File: config.mk
export PLATFORM = sky130hd
export DESIGN_NAME = hsrm_top
export DESIGN_NICKNAME = d
export VERILOG_FILES = /design/src/hdl/hsrm_pkg.sv /design/src/hdl/hsrm_edge.sv /design/src/hdl/hsrm_reach.sv /design/src/hdl/hsrm_top.sv
export SDC_FILE = /design/constraint.sdc
export NUM_CORES = 1
export LEC_CHECK = 0
export BUFFER_PORTS_ARGS = -buffer_cell sky130_fd_sc_hd__buf_4
export CAP_MARGIN = 10
export CELL_PAD_IN_SITES_DETAIL_PLACEMENT = 0
export CELL_PAD_IN_SITES_GLOBAL_PLACEMENT = 2
export CORE_MARGIN = 3
export CORE_UTILIZATION = 40
export CTS_BUF_LIST = sky130_fd_sc_hd__clkbuf_8
export CTS_CLUSTER_SIZE = 25
export DETAILED_ROUTE_END_ITERATION = 8
export PLACE_DENSITY_LB_ADDON = 0.1
export SLEW_MARGIN = 30
export SYNTH_ARGS = -nofsm -noshare
export SYNTH_HDL_FRONTEND = slang
export SYNTH_SLANG_ARGS = --single-unit
File: constraint.sdc
create_clock -name CLK -period 6.45 [get_ports CLK]
set_clock_uncertainty 0.15 [all_clocks]
set_input_delay 0 -clock CLK [delete_from_list [all_inputs] [get_ports CLK]]
set_output_delay 0 -clock CLK [all_outputs]
set_load 0.02 [all_outputs]
File: src/hdl/hsrm_pkg.sv
package hsrm_pkg;
	localparam int HSRM_AW = 8;
	localparam int HSRM_DW = 32;
	localparam int HSRM_POS_W = 32;
	localparam int HSRM_SPD_W = 16;
	localparam int HSRM_TIME_W = 16;
	localparam int HSRM_METHOD_W = 4;
	localparam int HSRM_POINT_SEL_W = 8;

	// Register byte offsets
	localparam logic [7:0] HSRM_OFS_METHOD = 8'h00;
	localparam logic [7:0] HSRM_OFS_DIRECTION = 8'h04;
	localparam logic [7:0] HSRM_OFS_DOG_POL = 8'h08;
	localparam logic [7:0] HSRM_OFS_SEARCH_SPEED = 8'h0c;
	localparam logic [7:0] HSRM_OFS_CREEP_SPEED = 8'h10;
	localparam logic [7:0] HSRM_OFS_SHIFT = 8'h14;
	localparam logic [7:0] HSRM_OFS_HOME_VALUE = 8'h18;
	localparam logic [7:0] HSRM_OFS_PT1_ACCEL = 8'h1c;
	localparam logic [7:0] HSRM_OFS_PT1_DECEL = 8'h20;
	localparam logic [7:0] HSRM_OFS_STATUS = 8'h24;
	localparam logic [7:0] HSRM_OFS_CUR_POS = 8'h28;
	localparam logic [7:0] HSRM_OFS_LATCH_POS = 8'h2c;
	localparam logic [7:0] HSRM_OFS_CONTROL = 8'h30;

	// Homing method codes
	localparam logic [3:0] HSRM_METHOD_DOG_CRADLE = 4'h7;
	localparam logic [3:0] HSRM_METHOD_DOG_FIRST_Z = 4'h8;
	localparam logic [3:0] HSRM_METHOD_DOG_FRONT = 4'h9;

	// Reset values
	localparam logic [3:0] HSRM_RST_METHOD = 4'h7;
	localparam logic HSRM_RST_DIRECTION = 1'b0;
	localparam logic HSRM_RST_DOG_POL = 1'b0;
	localparam logic [15:0] HSRM_RST_SEARCH_SPEED = 16'h0000;
	localparam logic [15:0] HSRM_RST_CREEP_SPEED = 16'h0000;
	localparam logic [31:0] HSRM_RST_SHIFT = 32'h00000000;
	localparam logic [31:0] HSRM_RST_HOME_VALUE = 32'h00000000;
	localparam logic [15:0] HSRM_RST_PT1_ACCEL = 16'h0000;
	localparam logic [15:0] HSRM_RST_PT1_DECEL = 16'h0000;

	// Status and control field positions
	localparam int HSRM_ST_BUSY = 0;
	localparam int HSRM_ST_DONE = 1;
	localparam int HSRM_ST_ERR = 2;
	localparam int HSRM_ST_MODE_OK = 3;
	localparam int HSRM_ST_POS_SRC = 4;
	localparam int HSRM_ST_STATE_LSB = 8;
	localparam int HSRM_CTRL_CLR_ERR = 0;

	typedef enum logic [2:0] {
		HSRM_IDLE = 3'b000,
		HSRM_SEARCH = 3'b001,
		HSRM_LEAVE = 3'b010,
		HSRM_WAIT_Z = 3'b011,
		HSRM_SHIFT = 3'b100,
		HSRM_FINISH = 3'b101
	} hsrm_state_t;

	typedef struct packed {
		logic enable;
		logic dir;
		logic [15:0] speed;
		logic [15:0] accel;
		logic [15:0] decel;
	} hsrm_motion_t;
endpackage

File: src/hdl/hsrm_edge.sv
`timescale 1ns/10ps
module hsrm_edge
	import hsrm_pkg::*;
(
	input wire logic clk,
	input wire logic rst_n,
	input wire logic din,
	input wire logic invert,
	output logic level,
	output logic rise,
	output logic fall
);
	logic prev;
	logic next_prev;

	always_comb begin
		level = din ^ invert;
		next_prev = level;
		rise = level & ~prev;
		fall = ~level & prev;
	end

	always_ff @(posedge clk or negedge rst_n) begin
		if (!rst_n) begin
			prev <= 1'b0;
		end else begin
			prev <= next_prev;
		end
	end
endmodule // hsrm_edge

File: src/hdl/hsrm_reach.sv
`timescale 1ns/10ps
module hsrm_reach
	import hsrm_pkg::*;
#(
	parameter int POS_W = HSRM_POS_W
) (
	input wire logic [POS_W-1:0] pos,
	input wire logic [POS_W-1:0] target,
	input wire logic dir,
	output logic reached
);
	// Direction 0 travels toward larger positions
	always_comb begin
		if (dir) begin
			reached = $signed(pos) <= $signed(target);
		end else begin
			reached = $signed(pos) >= $signed(target);
		end
	end
endmodule // hsrm_reach

File: src/hdl/hsrm_top.sv
// Our own choices: the placing of the registers and the strobed register port.
`timescale 1ns/10ps
module hsrm_top
	import hsrm_pkg::*;
#(
	parameter int POS_W = HSRM_POS_W,
	parameter int SPD_W = HSRM_SPD_W,
	parameter int TIME_W = HSRM_TIME_W
) (
	input wire logic CLK,
	input wire logic RST_N,
	input wire logic [HSRM_AW-1:0] ADDR,
	input wire logic [HSRM_DW-1:0] WDATA,
	input wire logic WR,
	input wire logic RD,
	output logic [HSRM_DW-1:0] RDATA,
	input wire logic AUTO_MANUAL_SELECT_BIT,
	input wire logic [HSRM_POINT_SEL_W-1:0] POINT_SEL_BITS,
	input wire logic POS_SPEED_SOURCE_SELECT,
	input wire logic HOME_REQ,
	input wire logic DOG_IN,
	input wire logic ZPHASE_IN,
	input wire logic [POS_W-1:0] FB_POS,
	output hsrm_motion_t MOTION,
	output logic HOME_BUSY,
	output logic HOME_DONE,
	output logic HOME_ERR,
	output logic [POS_W-1:0] CUR_POS
);
	// Configuration registers
	logic [HSRM_METHOD_W-1:0] method, next_method;
	logic direction, next_direction;
	logic dog_pol, next_dog_pol;
	logic [SPD_W-1:0] search_speed, next_search_speed;
	logic [SPD_W-1:0] creep_speed, next_creep_speed;
	logic [POS_W-1:0] shift_dist, next_shift_dist;
	logic [POS_W-1:0] home_value, next_home_value;
	logic [TIME_W-1:0] pt1_accel, next_pt1_accel;
	logic [TIME_W-1:0] pt1_decel, next_pt1_decel;
	logic [HSRM_DW-1:0] next_rdata;

	// Sequencer state
	hsrm_state_t state, next_state;
	logic trav_dir, next_trav_dir;
	logic [POS_W-1:0] latch_pos, next_latch_pos;
	logic [POS_W-1:0] target, next_target;
	logic [POS_W-1:0] pos_offset, next_pos_offset;
	logic [POS_W-1:0] next_cur_pos;
	logic busy, next_busy;
	logic done, next_done;
	logic err, next_err;
	hsrm_motion_t next_motion;

	logic dog_rise, dog_fall;
	logic z_rise;
	logic reached;
	logic mode_ok;
	logic method_known;
	logic clr_err;
	logic [HSRM_DW-1:0] status_word;

	hsrm_edge u_dog_edge (
		.clk(CLK),
		.rst_n(RST_N),
		.din(DOG_IN),
		.invert(dog_pol),
		.level(),
		.rise(dog_rise),
		.fall(dog_fall)
	);

	hsrm_edge u_z_edge (
		.clk(CLK),
		.rst_n(RST_N),
		.din(ZPHASE_IN),
		.invert(1'b0),
		.level(),
		.rise(z_rise),
		.fall()
	);

	hsrm_reach #(
		.POS_W(POS_W)
	) u_reach (
		.pos(FB_POS),
		.target(target),
		.dir(trav_dir),
		.reached(reached)
	);

	// Requests that arrive outside manual mode are dropped, not queued
	assign mode_ok = AUTO_MANUAL_SELECT_BIT && (POINT_SEL_BITS == '0);
	assign method_known = (method == HSRM_METHOD_DOG_CRADLE) || (method == HSRM_METHOD_DOG_FIRST_Z)
		|| (method == HSRM_METHOD_DOG_FRONT);
	assign clr_err = WR && (ADDR == HSRM_OFS_CONTROL) && WDATA[HSRM_CTRL_CLR_ERR];

	always_comb begin
		status_word = '0;
		status_word[HSRM_ST_BUSY] = busy;
		status_word[HSRM_ST_DONE] = done;
		status_word[HSRM_ST_ERR] = err;
		status_word[HSRM_ST_MODE_OK] = mode_ok;
		status_word[HSRM_ST_POS_SRC] = POS_SPEED_SOURCE_SELECT;
		status_word[HSRM_ST_STATE_LSB +: 3] = state;
	end

	// Register file
	always_comb begin
		next_method = method;
		next_direction = direction;
		next_dog_pol = dog_pol;
		next_search_speed = search_speed;
		next_creep_speed = creep_speed;
		next_shift_dist = shift_dist;
		next_home_value = home_value;
		next_pt1_accel = pt1_accel;
		next_pt1_decel = pt1_decel;
		next_rdata = '0;
		if (WR) begin
			case (ADDR)
				HSRM_OFS_METHOD: next_method = WDATA[HSRM_METHOD_W-1:0];
				HSRM_OFS_DIRECTION: next_direction = WDATA[0];
				HSRM_OFS_DOG_POL: next_dog_pol = WDATA[0];
				HSRM_OFS_SEARCH_SPEED: next_search_speed = WDATA[SPD_W-1:0];
				HSRM_OFS_CREEP_SPEED: next_creep_speed = WDATA[SPD_W-1:0];
				HSRM_OFS_SHIFT: next_shift_dist = WDATA[POS_W-1:0];
				HSRM_OFS_HOME_VALUE: next_home_value = WDATA[POS_W-1:0];
				HSRM_OFS_PT1_ACCEL: next_pt1_accel = WDATA[TIME_W-1:0];
				HSRM_OFS_PT1_DECEL: next_pt1_decel = WDATA[TIME_W-1:0];
				default: begin
				end
			endcase
		end
		if (RD) begin
			case (ADDR)
				HSRM_OFS_METHOD: next_rdata[HSRM_METHOD_W-1:0] = method;
				HSRM_OFS_DIRECTION: next_rdata[0] = direction;
				HSRM_OFS_DOG_POL: next_rdata[0] = dog_pol;
				HSRM_OFS_SEARCH_SPEED: next_rdata[SPD_W-1:0] = search_speed;
				HSRM_OFS_CREEP_SPEED: next_rdata[SPD_W-1:0] = creep_speed;
				HSRM_OFS_SHIFT: next_rdata[POS_W-1:0] = shift_dist;
				HSRM_OFS_HOME_VALUE: next_rdata[POS_W-1:0] = home_value;
				HSRM_OFS_PT1_ACCEL: next_rdata[TIME_W-1:0] = pt1_accel;
				HSRM_OFS_PT1_DECEL: next_rdata[TIME_W-1:0] = pt1_decel;
				HSRM_OFS_STATUS: next_rdata = status_word;
				HSRM_OFS_CUR_POS: next_rdata[POS_W-1:0] = CUR_POS;
				HSRM_OFS_LATCH_POS: next_rdata[POS_W-1:0] = latch_pos;
				default: next_rdata = '0;
			endcase
		end
	end

	always_ff @(posedge CLK or negedge RST_N) begin
		if (!RST_N) begin
			method <= HSRM_RST_METHOD;
			direction <= HSRM_RST_DIRECTION;
			dog_pol <= HSRM_RST_DOG_POL;
			search_speed <= HSRM_RST_SEARCH_SPEED;
			creep_speed <= HSRM_RST_CREEP_SPEED;
			shift_dist <= HSRM_RST_SHIFT;
			home_value <= HSRM_RST_HOME_VALUE;
			pt1_accel <= HSRM_RST_PT1_ACCEL;
			pt1_decel <= HSRM_RST_PT1_DECEL;
			RDATA <= '0;
		end else begin
			method <= next_method;
			direction <= next_direction;
			dog_pol <= next_dog_pol;
			search_speed <= next_search_speed;
			creep_speed <= next_creep_speed;
			shift_dist <= next_shift_dist;
			home_value <= next_home_value;
			pt1_accel <= next_pt1_accel;
			pt1_decel <= next_pt1_decel;
			RDATA <= next_rdata;
		end
	end

	// Homing sequencer
	always_comb begin
		next_state = state;
		next_trav_dir = trav_dir;
		next_latch_pos = latch_pos;
		next_target = target;
		next_pos_offset = pos_offset;
		next_busy = busy;
		next_done = done;
		next_err = err;
		if (clr_err) begin
			next_err = 1'b0;
		end
		case (state)
			HSRM_IDLE: begin
				if (HOME_REQ && mode_ok) begin
					if (method_known) begin
						next_state = HSRM_SEARCH;
						next_trav_dir = direction;
						next_busy = 1'b1;
						next_done = 1'b0;
					end else begin
						next_err = 1'b1;
					end
				end
			end
			HSRM_SEARCH: begin
				if (dog_rise) begin
					case (method)
						HSRM_METHOD_DOG_CRADLE: next_state = HSRM_WAIT_Z;
						HSRM_METHOD_DOG_FIRST_Z: begin
							next_state = HSRM_LEAVE;
							next_trav_dir = ~trav_dir;
						end
						default: begin
							next_latch_pos = FB_POS;
							next_state = HSRM_SHIFT;
						end
					endcase
				end
			end
			HSRM_LEAVE: begin
				if (dog_fall) begin
					next_state = HSRM_WAIT_Z;
				end
			end
			HSRM_WAIT_Z: begin
				if (z_rise) begin
					next_latch_pos = FB_POS;
					next_state = HSRM_SHIFT;
				end
			end
			HSRM_SHIFT: begin
				if (reached) begin
					next_state = HSRM_FINISH;
				end
			end
			HSRM_FINISH: begin
				// Offset makes the reported position equal the home value right here
				next_pos_offset = home_value - FB_POS;
				next_state = HSRM_IDLE;
				next_busy = 1'b0;
				next_done = 1'b1;
			end
			default: begin
				next_state = HSRM_IDLE;
				next_busy = 1'b0;
			end
		endcase
		// The target follows the travel direction in force once the reference is latched
		if (next_state == HSRM_SHIFT && state != HSRM_SHIFT) begin
			if (next_trav_dir) begin
				next_target = next_latch_pos - shift_dist;
			end else begin
				next_target = next_latch_pos + shift_dist;
			end
		end
		// Leaving manual mode mid-sequence stops the axis; set wins over a clear
		if (busy && !mode_ok) begin
			next_state = HSRM_IDLE;
			next_busy = 1'b0;
			next_err = 1'b1;
		end
		next_cur_pos = FB_POS + next_pos_offset;
		next_motion.enable = (next_state != HSRM_IDLE) && (next_state != HSRM_FINISH);
		next_motion.dir = next_trav_dir;
		next_motion.speed = (next_state == HSRM_SEARCH) ? search_speed : creep_speed;
		next_motion.accel = pt1_accel;
		next_motion.decel = pt1_decel;
	end

	always_ff @(posedge CLK or negedge RST_N) begin
		if (!RST_N) begin
			state <= HSRM_IDLE;
			trav_dir <= 1'b0;
			latch_pos <= '0;
			target <= '0;
			pos_offset <= '0;
			busy <= 1'b0;
			done <= 1'b0;
			err <= 1'b0;
			CUR_POS <= '0;
			MOTION <= '0;
		end else begin
			state <= next_state;
			trav_dir <= next_trav_dir;
			latch_pos <= next_latch_pos;
			target <= next_target;
			pos_offset <= next_pos_offset;
			busy <= next_busy;
			done <= next_done;
			err <= next_err;
			CUR_POS <= next_cur_pos;
			MOTION <= next_motion;
		end
	end

	assign HOME_BUSY = busy;
	assign HOME_DONE = done;
	assign HOME_ERR = err;
endmodule // hsrm_top

# Word level (Yosys, flattened, before mapping)
# Index checks and enable logic that the tools add are counted.
# totals
ff_bits,352
wordCells,135
# classes
n_addsub,4
n_lt_le_gt_ge,2
eq_ne,29
mux,39
bitwise,8
n_reduce_logical,28
# op_table
cell,count
$mux 32,6
$pmux 12 s9,1
$add 32x32->32,2
$pmux 16 s4,1
$pmux 32 s2,1
$sub 32x32->32,2
$eq 8x6->1 const B,5
$eq 8x5->1 const B,4
$ge 32x32->1,1
$le 32x32->1,1
$pmux 3 s10,1
$mux 3,7
$reduce_and 2->1,9
$eq 8x4->1 const B,2
$logic_not 8->1,2
$mux 16,1
$mux 1,15
$pmux 3 s5,1
$ne 3x3->1 const B,4
$pmux 1 s12,1
$eq 3x3->1 const B,3
$eq 4x4->1 const B,2
$eq 8x3->1 const B,1
$logic_and 1x1->1,7
other kinds (18),30

# Logic depth before layout (Yosys ltp)
# logic_depth
ltp_word,9
ltp_mapped,23

# By module
# From an unflattened synthesis, not the netlist that was laid out.
# unflattened
hier_cells,1870
hier_area_um2,19419.9
# modules_own_cells
mod,n_inst,cells_per_inst,area_each_um2,seq_area_each_um2
hsrm_top,1,1742,18489.0,8762.2
hsrm_reach,1,118,835.8,0.0
hsrm_edge,2,5,47.5,25.0

# Least setup slack after synthesis
# Ideal clock, no wire load.
# synth_timing
path_kind,reg2reg
startpoint,register home_value[0]
endpoint,register CUR_POS[31]
setup_ps,139
t_arrival_ps,4518
slack_ps,1643
stages_incl_launch_ff,23
n_path_buf,0
period_less_slack_ps,4807
cell_sequence,dfrtp_1 inv_1 ha_1 inv_1 fa_1 a21o_1 a21o_1 a21oi_1 o31ai_1 a31oi_1 o21ai_1 a311oi_1 xor2_1 o21ai_1 ha_1 a21o_1 a21o_1 a21o_1 a21o_1 a21oi_1 a41oi_1 a2111oi_0 xnor2_1
# synth_between
elab_chain_len,3
# synth_rtl
item,line,text
start: declaration,hsrm_top.sv:37,"logic [POS_W-1:0] home_value, next_home_value;"
start signal: assignment,hsrm_top.sv:172,home_value <= next_home_value;
$sub 32x32->32,hsrm_top.sv:238,next_pos_offset = home_value - FB_POS;
$mux 32,hsrm_top.sv:192,case (state)
named net next_pos_offset[16],hsrm_top.sv:47,"logic [POS_W-1:0] pos_offset, next_pos_offset;"
$add 32x32->32,hsrm_top.sv:262,next_cur_pos = FB_POS + next_pos_offset;
named net next_cur_pos[31],hsrm_top.sv:48,logic [POS_W-1:0] next_cur_pos;
end signal: assignment,hsrm_top.sv:291,CUR_POS <= next_cur_pos;
end: declaration,hsrm_top.sv:28,output logic [POS_W-1:0] CUR_POS
# The timed path passes the listed nets, and every way through them passes these cells.
# A chain may end at the register's enable or synchronous reset.

# Worst setup path in the final report
# Same ends and word-level chain as after synthesis.

==> impl_metrics.tcl <==
set metrics [dict create \
    drt_iter0_markers 1047 \
    final_cell_mix "dfrtp_1 (349), buf_4 (229), nand2_1 (187), mux2_2 (151), ha_1 (126)" \
    ys_ff_latch 352 \
    dr_total_vias 16400 \
    overflow 0 \
    setup_tns_ns 0 \
    final_common_cell "dfrtp_1" \
    clkLatencyLatePin_ns 0.65 \
    antenna_found_initial 1 \
    finalCritPeriodShare 0.890 \
    slowest_stage "a2111oi_0" \
    slew_headroom 0.397 \
    grt_pass1_wl_um 97400 \
    ys_seq_area_frac 0.450 \
    p_sw_mw 3.90 \
    p_sw_frac 0.406 \
    numPortBuffers 205 \
    synth_area_leaders "dfrtp_1 (45%), mux2_2 (8.7%), ha_1 (8.0%), nand2_1 (3.6%), a21oi_1 (3.1%)" \
    die_w_um 227 \
    die_area_um2 51700 \
    endpoint_kind "flip-flop" \
    leakage_nw 11.9 \
    power_density_nw_per_um2 392 \
    pre_cts_slack_ns 0.739 \
    grt_usage 0.247 \
    fmax_ghz 0.174 \
    synth_flop_cell "dfrtp_1" \
    cts.sinks 352 \
    hpwl_um 46500 \
    fillCellCount 4433 \
    max_stage_delay_ns 0.59 \
    drc_errors 0 \
    worstSetupPathType "reg -> reg" \
    htreeDepth 3 \
    cp.required_ns 6.79 \
    crit_top_cell "a21o_1" \
    tightest_slew_ns 0.903 \
    cts_max_path_buffers 3 \
    drt-total-wl_um 63800 \
    intPower_mw 5.70 \
    timing.hold.worst.class "in -> reg" \
    num_rows 80 \
    cp_cell_sequence "inv_1, ha_1, inv_1, fa_1, a21o_1, a21o_1, a21oi_1, o31ai_1, a31oi_1, o21ai_1, a311oi_1, xor2_1, o21ai_1, ha_1, a21o_1, a21o_1, a21o_1, a21o_1, a21oi_1, a41oi_1, a2111oi_0, xnor2_1" \
    grt_pass1_vias 16300 \
    rsz0062_at_grt "no" \
    ys_async_sr_fraction 1.00 \
    fin_ws_ns 0.711 \
    netlist.area_leader.share 0.446 \
    startpoint_type "flip-flop" \
    clockPowerShare 0.234 \
    drv_cap 0 \
    final-hold-violation-count 0 \
    drive_gt1_frac 0.221 \
    wl_per_cell_um 21.8 \
    avgSynthCellArea_um2 10.2 \
    multi_input_area_um2 10200 \
    num_io_pins 206 \
    syn-cell-area_um2 19600 \
    crit_path_max_fanout 6 \
    status "completed" \
    grt_max_degree 149 \
    arrival_ns 6.08 \
    synth_cells 1921 \
    syn-num-nets 2139 \
    fp.dieH_um 227 \
    power_frac_comb 0.449 \
    seq_area_um2 8810 \
    cts-root-buf "clkbuf_8" \
    ir_worst_vdd_v 0.000159 \
    num_antenna_cells 0 \
    drt_pass1_iterations 7 \
    coreArea_um2 48000 \
    layout_min_cycle_time_ns 5.74 \
    synthToLayoutAreaGrowth_pct 25.0 \
    ant_nets 0 \
    cts_tree "done" \
    setup_viol 0 \
    drv_slew 0 \
    synth_top_area_cell "dfrtp_1" \
    initial_utilization 0.408 \
    yosysWarnings 0 \
    ys_types 80 \
    p_seq_frac 0.317 \
    clk_pin_slew_ns 0.06 \
    place.gp.congestion 0.863 \
    cts_inserted_buffers 67 \
    synth_edf_count 0 \
    nets 2490 \
    viasPerCell 5.59 \
]
## stage by stage
step	hold WS (ns)	instance area [um2]	utilization	power, mW	cells
after floorplan	-0.446	19600	-	5.91	1921
after global placement	-0.0840	21900	0.455	7.24	2694
after detailed placement	-0.0810	21900	0.456	7.27	2694
after CTS	0.000112	24500	0.510	9.67	2933
after global routing	0.0447	24500	0.510	10.3	2933
final	0.0611	24500	0.510	9.60	2933
## synthesized netlist by cell type (53+ instances only)
cell	instances
a21oi_1	123
inv_1	97
nand2_1	187
clkbuf_1	56
o21ai_0	90
ha_1	126
a21o_1	53
mux2_2	151
xnor2_1	68
a22oi_1	68
dfrtp_1	349
nor2_1	81
## kinds of logic (layout without fill, tap and decap cells)
logic type | after synthesis | after routing | share of synthesized area
flip-flops | 352 | 352 | 0.450
multiplexers | 155 | 155 | 0.0891
AND/OR/NAND/NOR | 486 | 486 | 0.119
adder cells (fa/ha/maj) | 129 | 129 | 0.0835
XOR/XNOR | 101 | 101 | 0.0466
buffers and inverters | 172 | 569 | 0.0336
AO/OA/AOI/OAI | 526 | 526 | 0.178
## timing repair
| action | in CTS | in global routing |
|---|---|---|
| hold buffers | 124 | 0 |
| setup buffers | 0 | 0 |
| gates resized for setup | 0 | 0 |
| endpoints found under the hold margin | 639 | 0 |
## flip-flops by register name (all words and copies together), names as in the netlist, 32 cells and up
name / cells
target: 32
pos_offset: 32
home_value: 32
RDATA: 32
CUR_POS: 32
latch_pos: 32
MOTION: 49
shift_dist: 32
## path summary, 6_finish.rpt
| kind | startpoint | end | slack, ns | depth (start not counted) |
|---|---|---|---|---|
| worst max register to register | home_value[0] | CUR_POS[31] | 0.71 | 22 |
| worst max-delay path | home_value[0] | CUR_POS[31] | 0.71 | 22 |
| worst min register to register | pt1_accel[1] | MOTION[17] | 0.25 | 0 |
| worst min-delay path | WDATA[10] | search_speed[10] | 0.06 | 3 |
| max in group asynchronous | RST_N | pos_offset[15] | 5.04 | 4 |
| min in group asynchronous | RST_N | MOTION[19] | 0.35 | 4 |
## cell type report
cell class	count	share of cell area
Sequential cell	352	0.360
Multi-Input combinational cell	1397	0.415
Tap cell	615	0.0314
Inverter	98	0.0150
Timing Repair Buffer	356	0.124
Clock buffer	81	0.0455
Clock inverter	34	0.00945
## layer usage
metal	wire, um	part of all wire	global-route usage	vias to the layer above
met5	13	0.00020	0	-
met4	1610	0.025	0.0812	2
met3	3420	0.054	0.0486	94
met2	30300	0.47	0.410	466
met1	28500	0.45	0.327	8116
li1	-	-	-	7728
## power by group through the flow
| stage | clock network (mW) | registers, mW | logic (mW) |
|---|---|---|---|
| after detailed placement | 0 | 3.07 | 4.20 |
| after CTS | 2.32 | 3.04 | 4.31 |
| after global routing | 2.42 | 3.09 | 4.80 |
| final | 2.25 | 3.04 | 4.31 |
| after global placement | 0 | 3.07 | 4.18 |
| after floorplan | 0 | 3.07 | 2.84 |
## critical path: cells and delay by family, from the launching register on
| kind | cells | cell delay [ns] |
|---|---|---|
| AOI/OAI and AO/OA | 15 | 3.65 |
| buffers and inverters | 2 | 0.12 |
| DFF | 1 | 0.40 |
| adders and majority gates | 3 | 0.95 |
| xor gates and xnor gates | 2 | 0.31 |
Note: power is estimated with default switching activity, not from simulation.
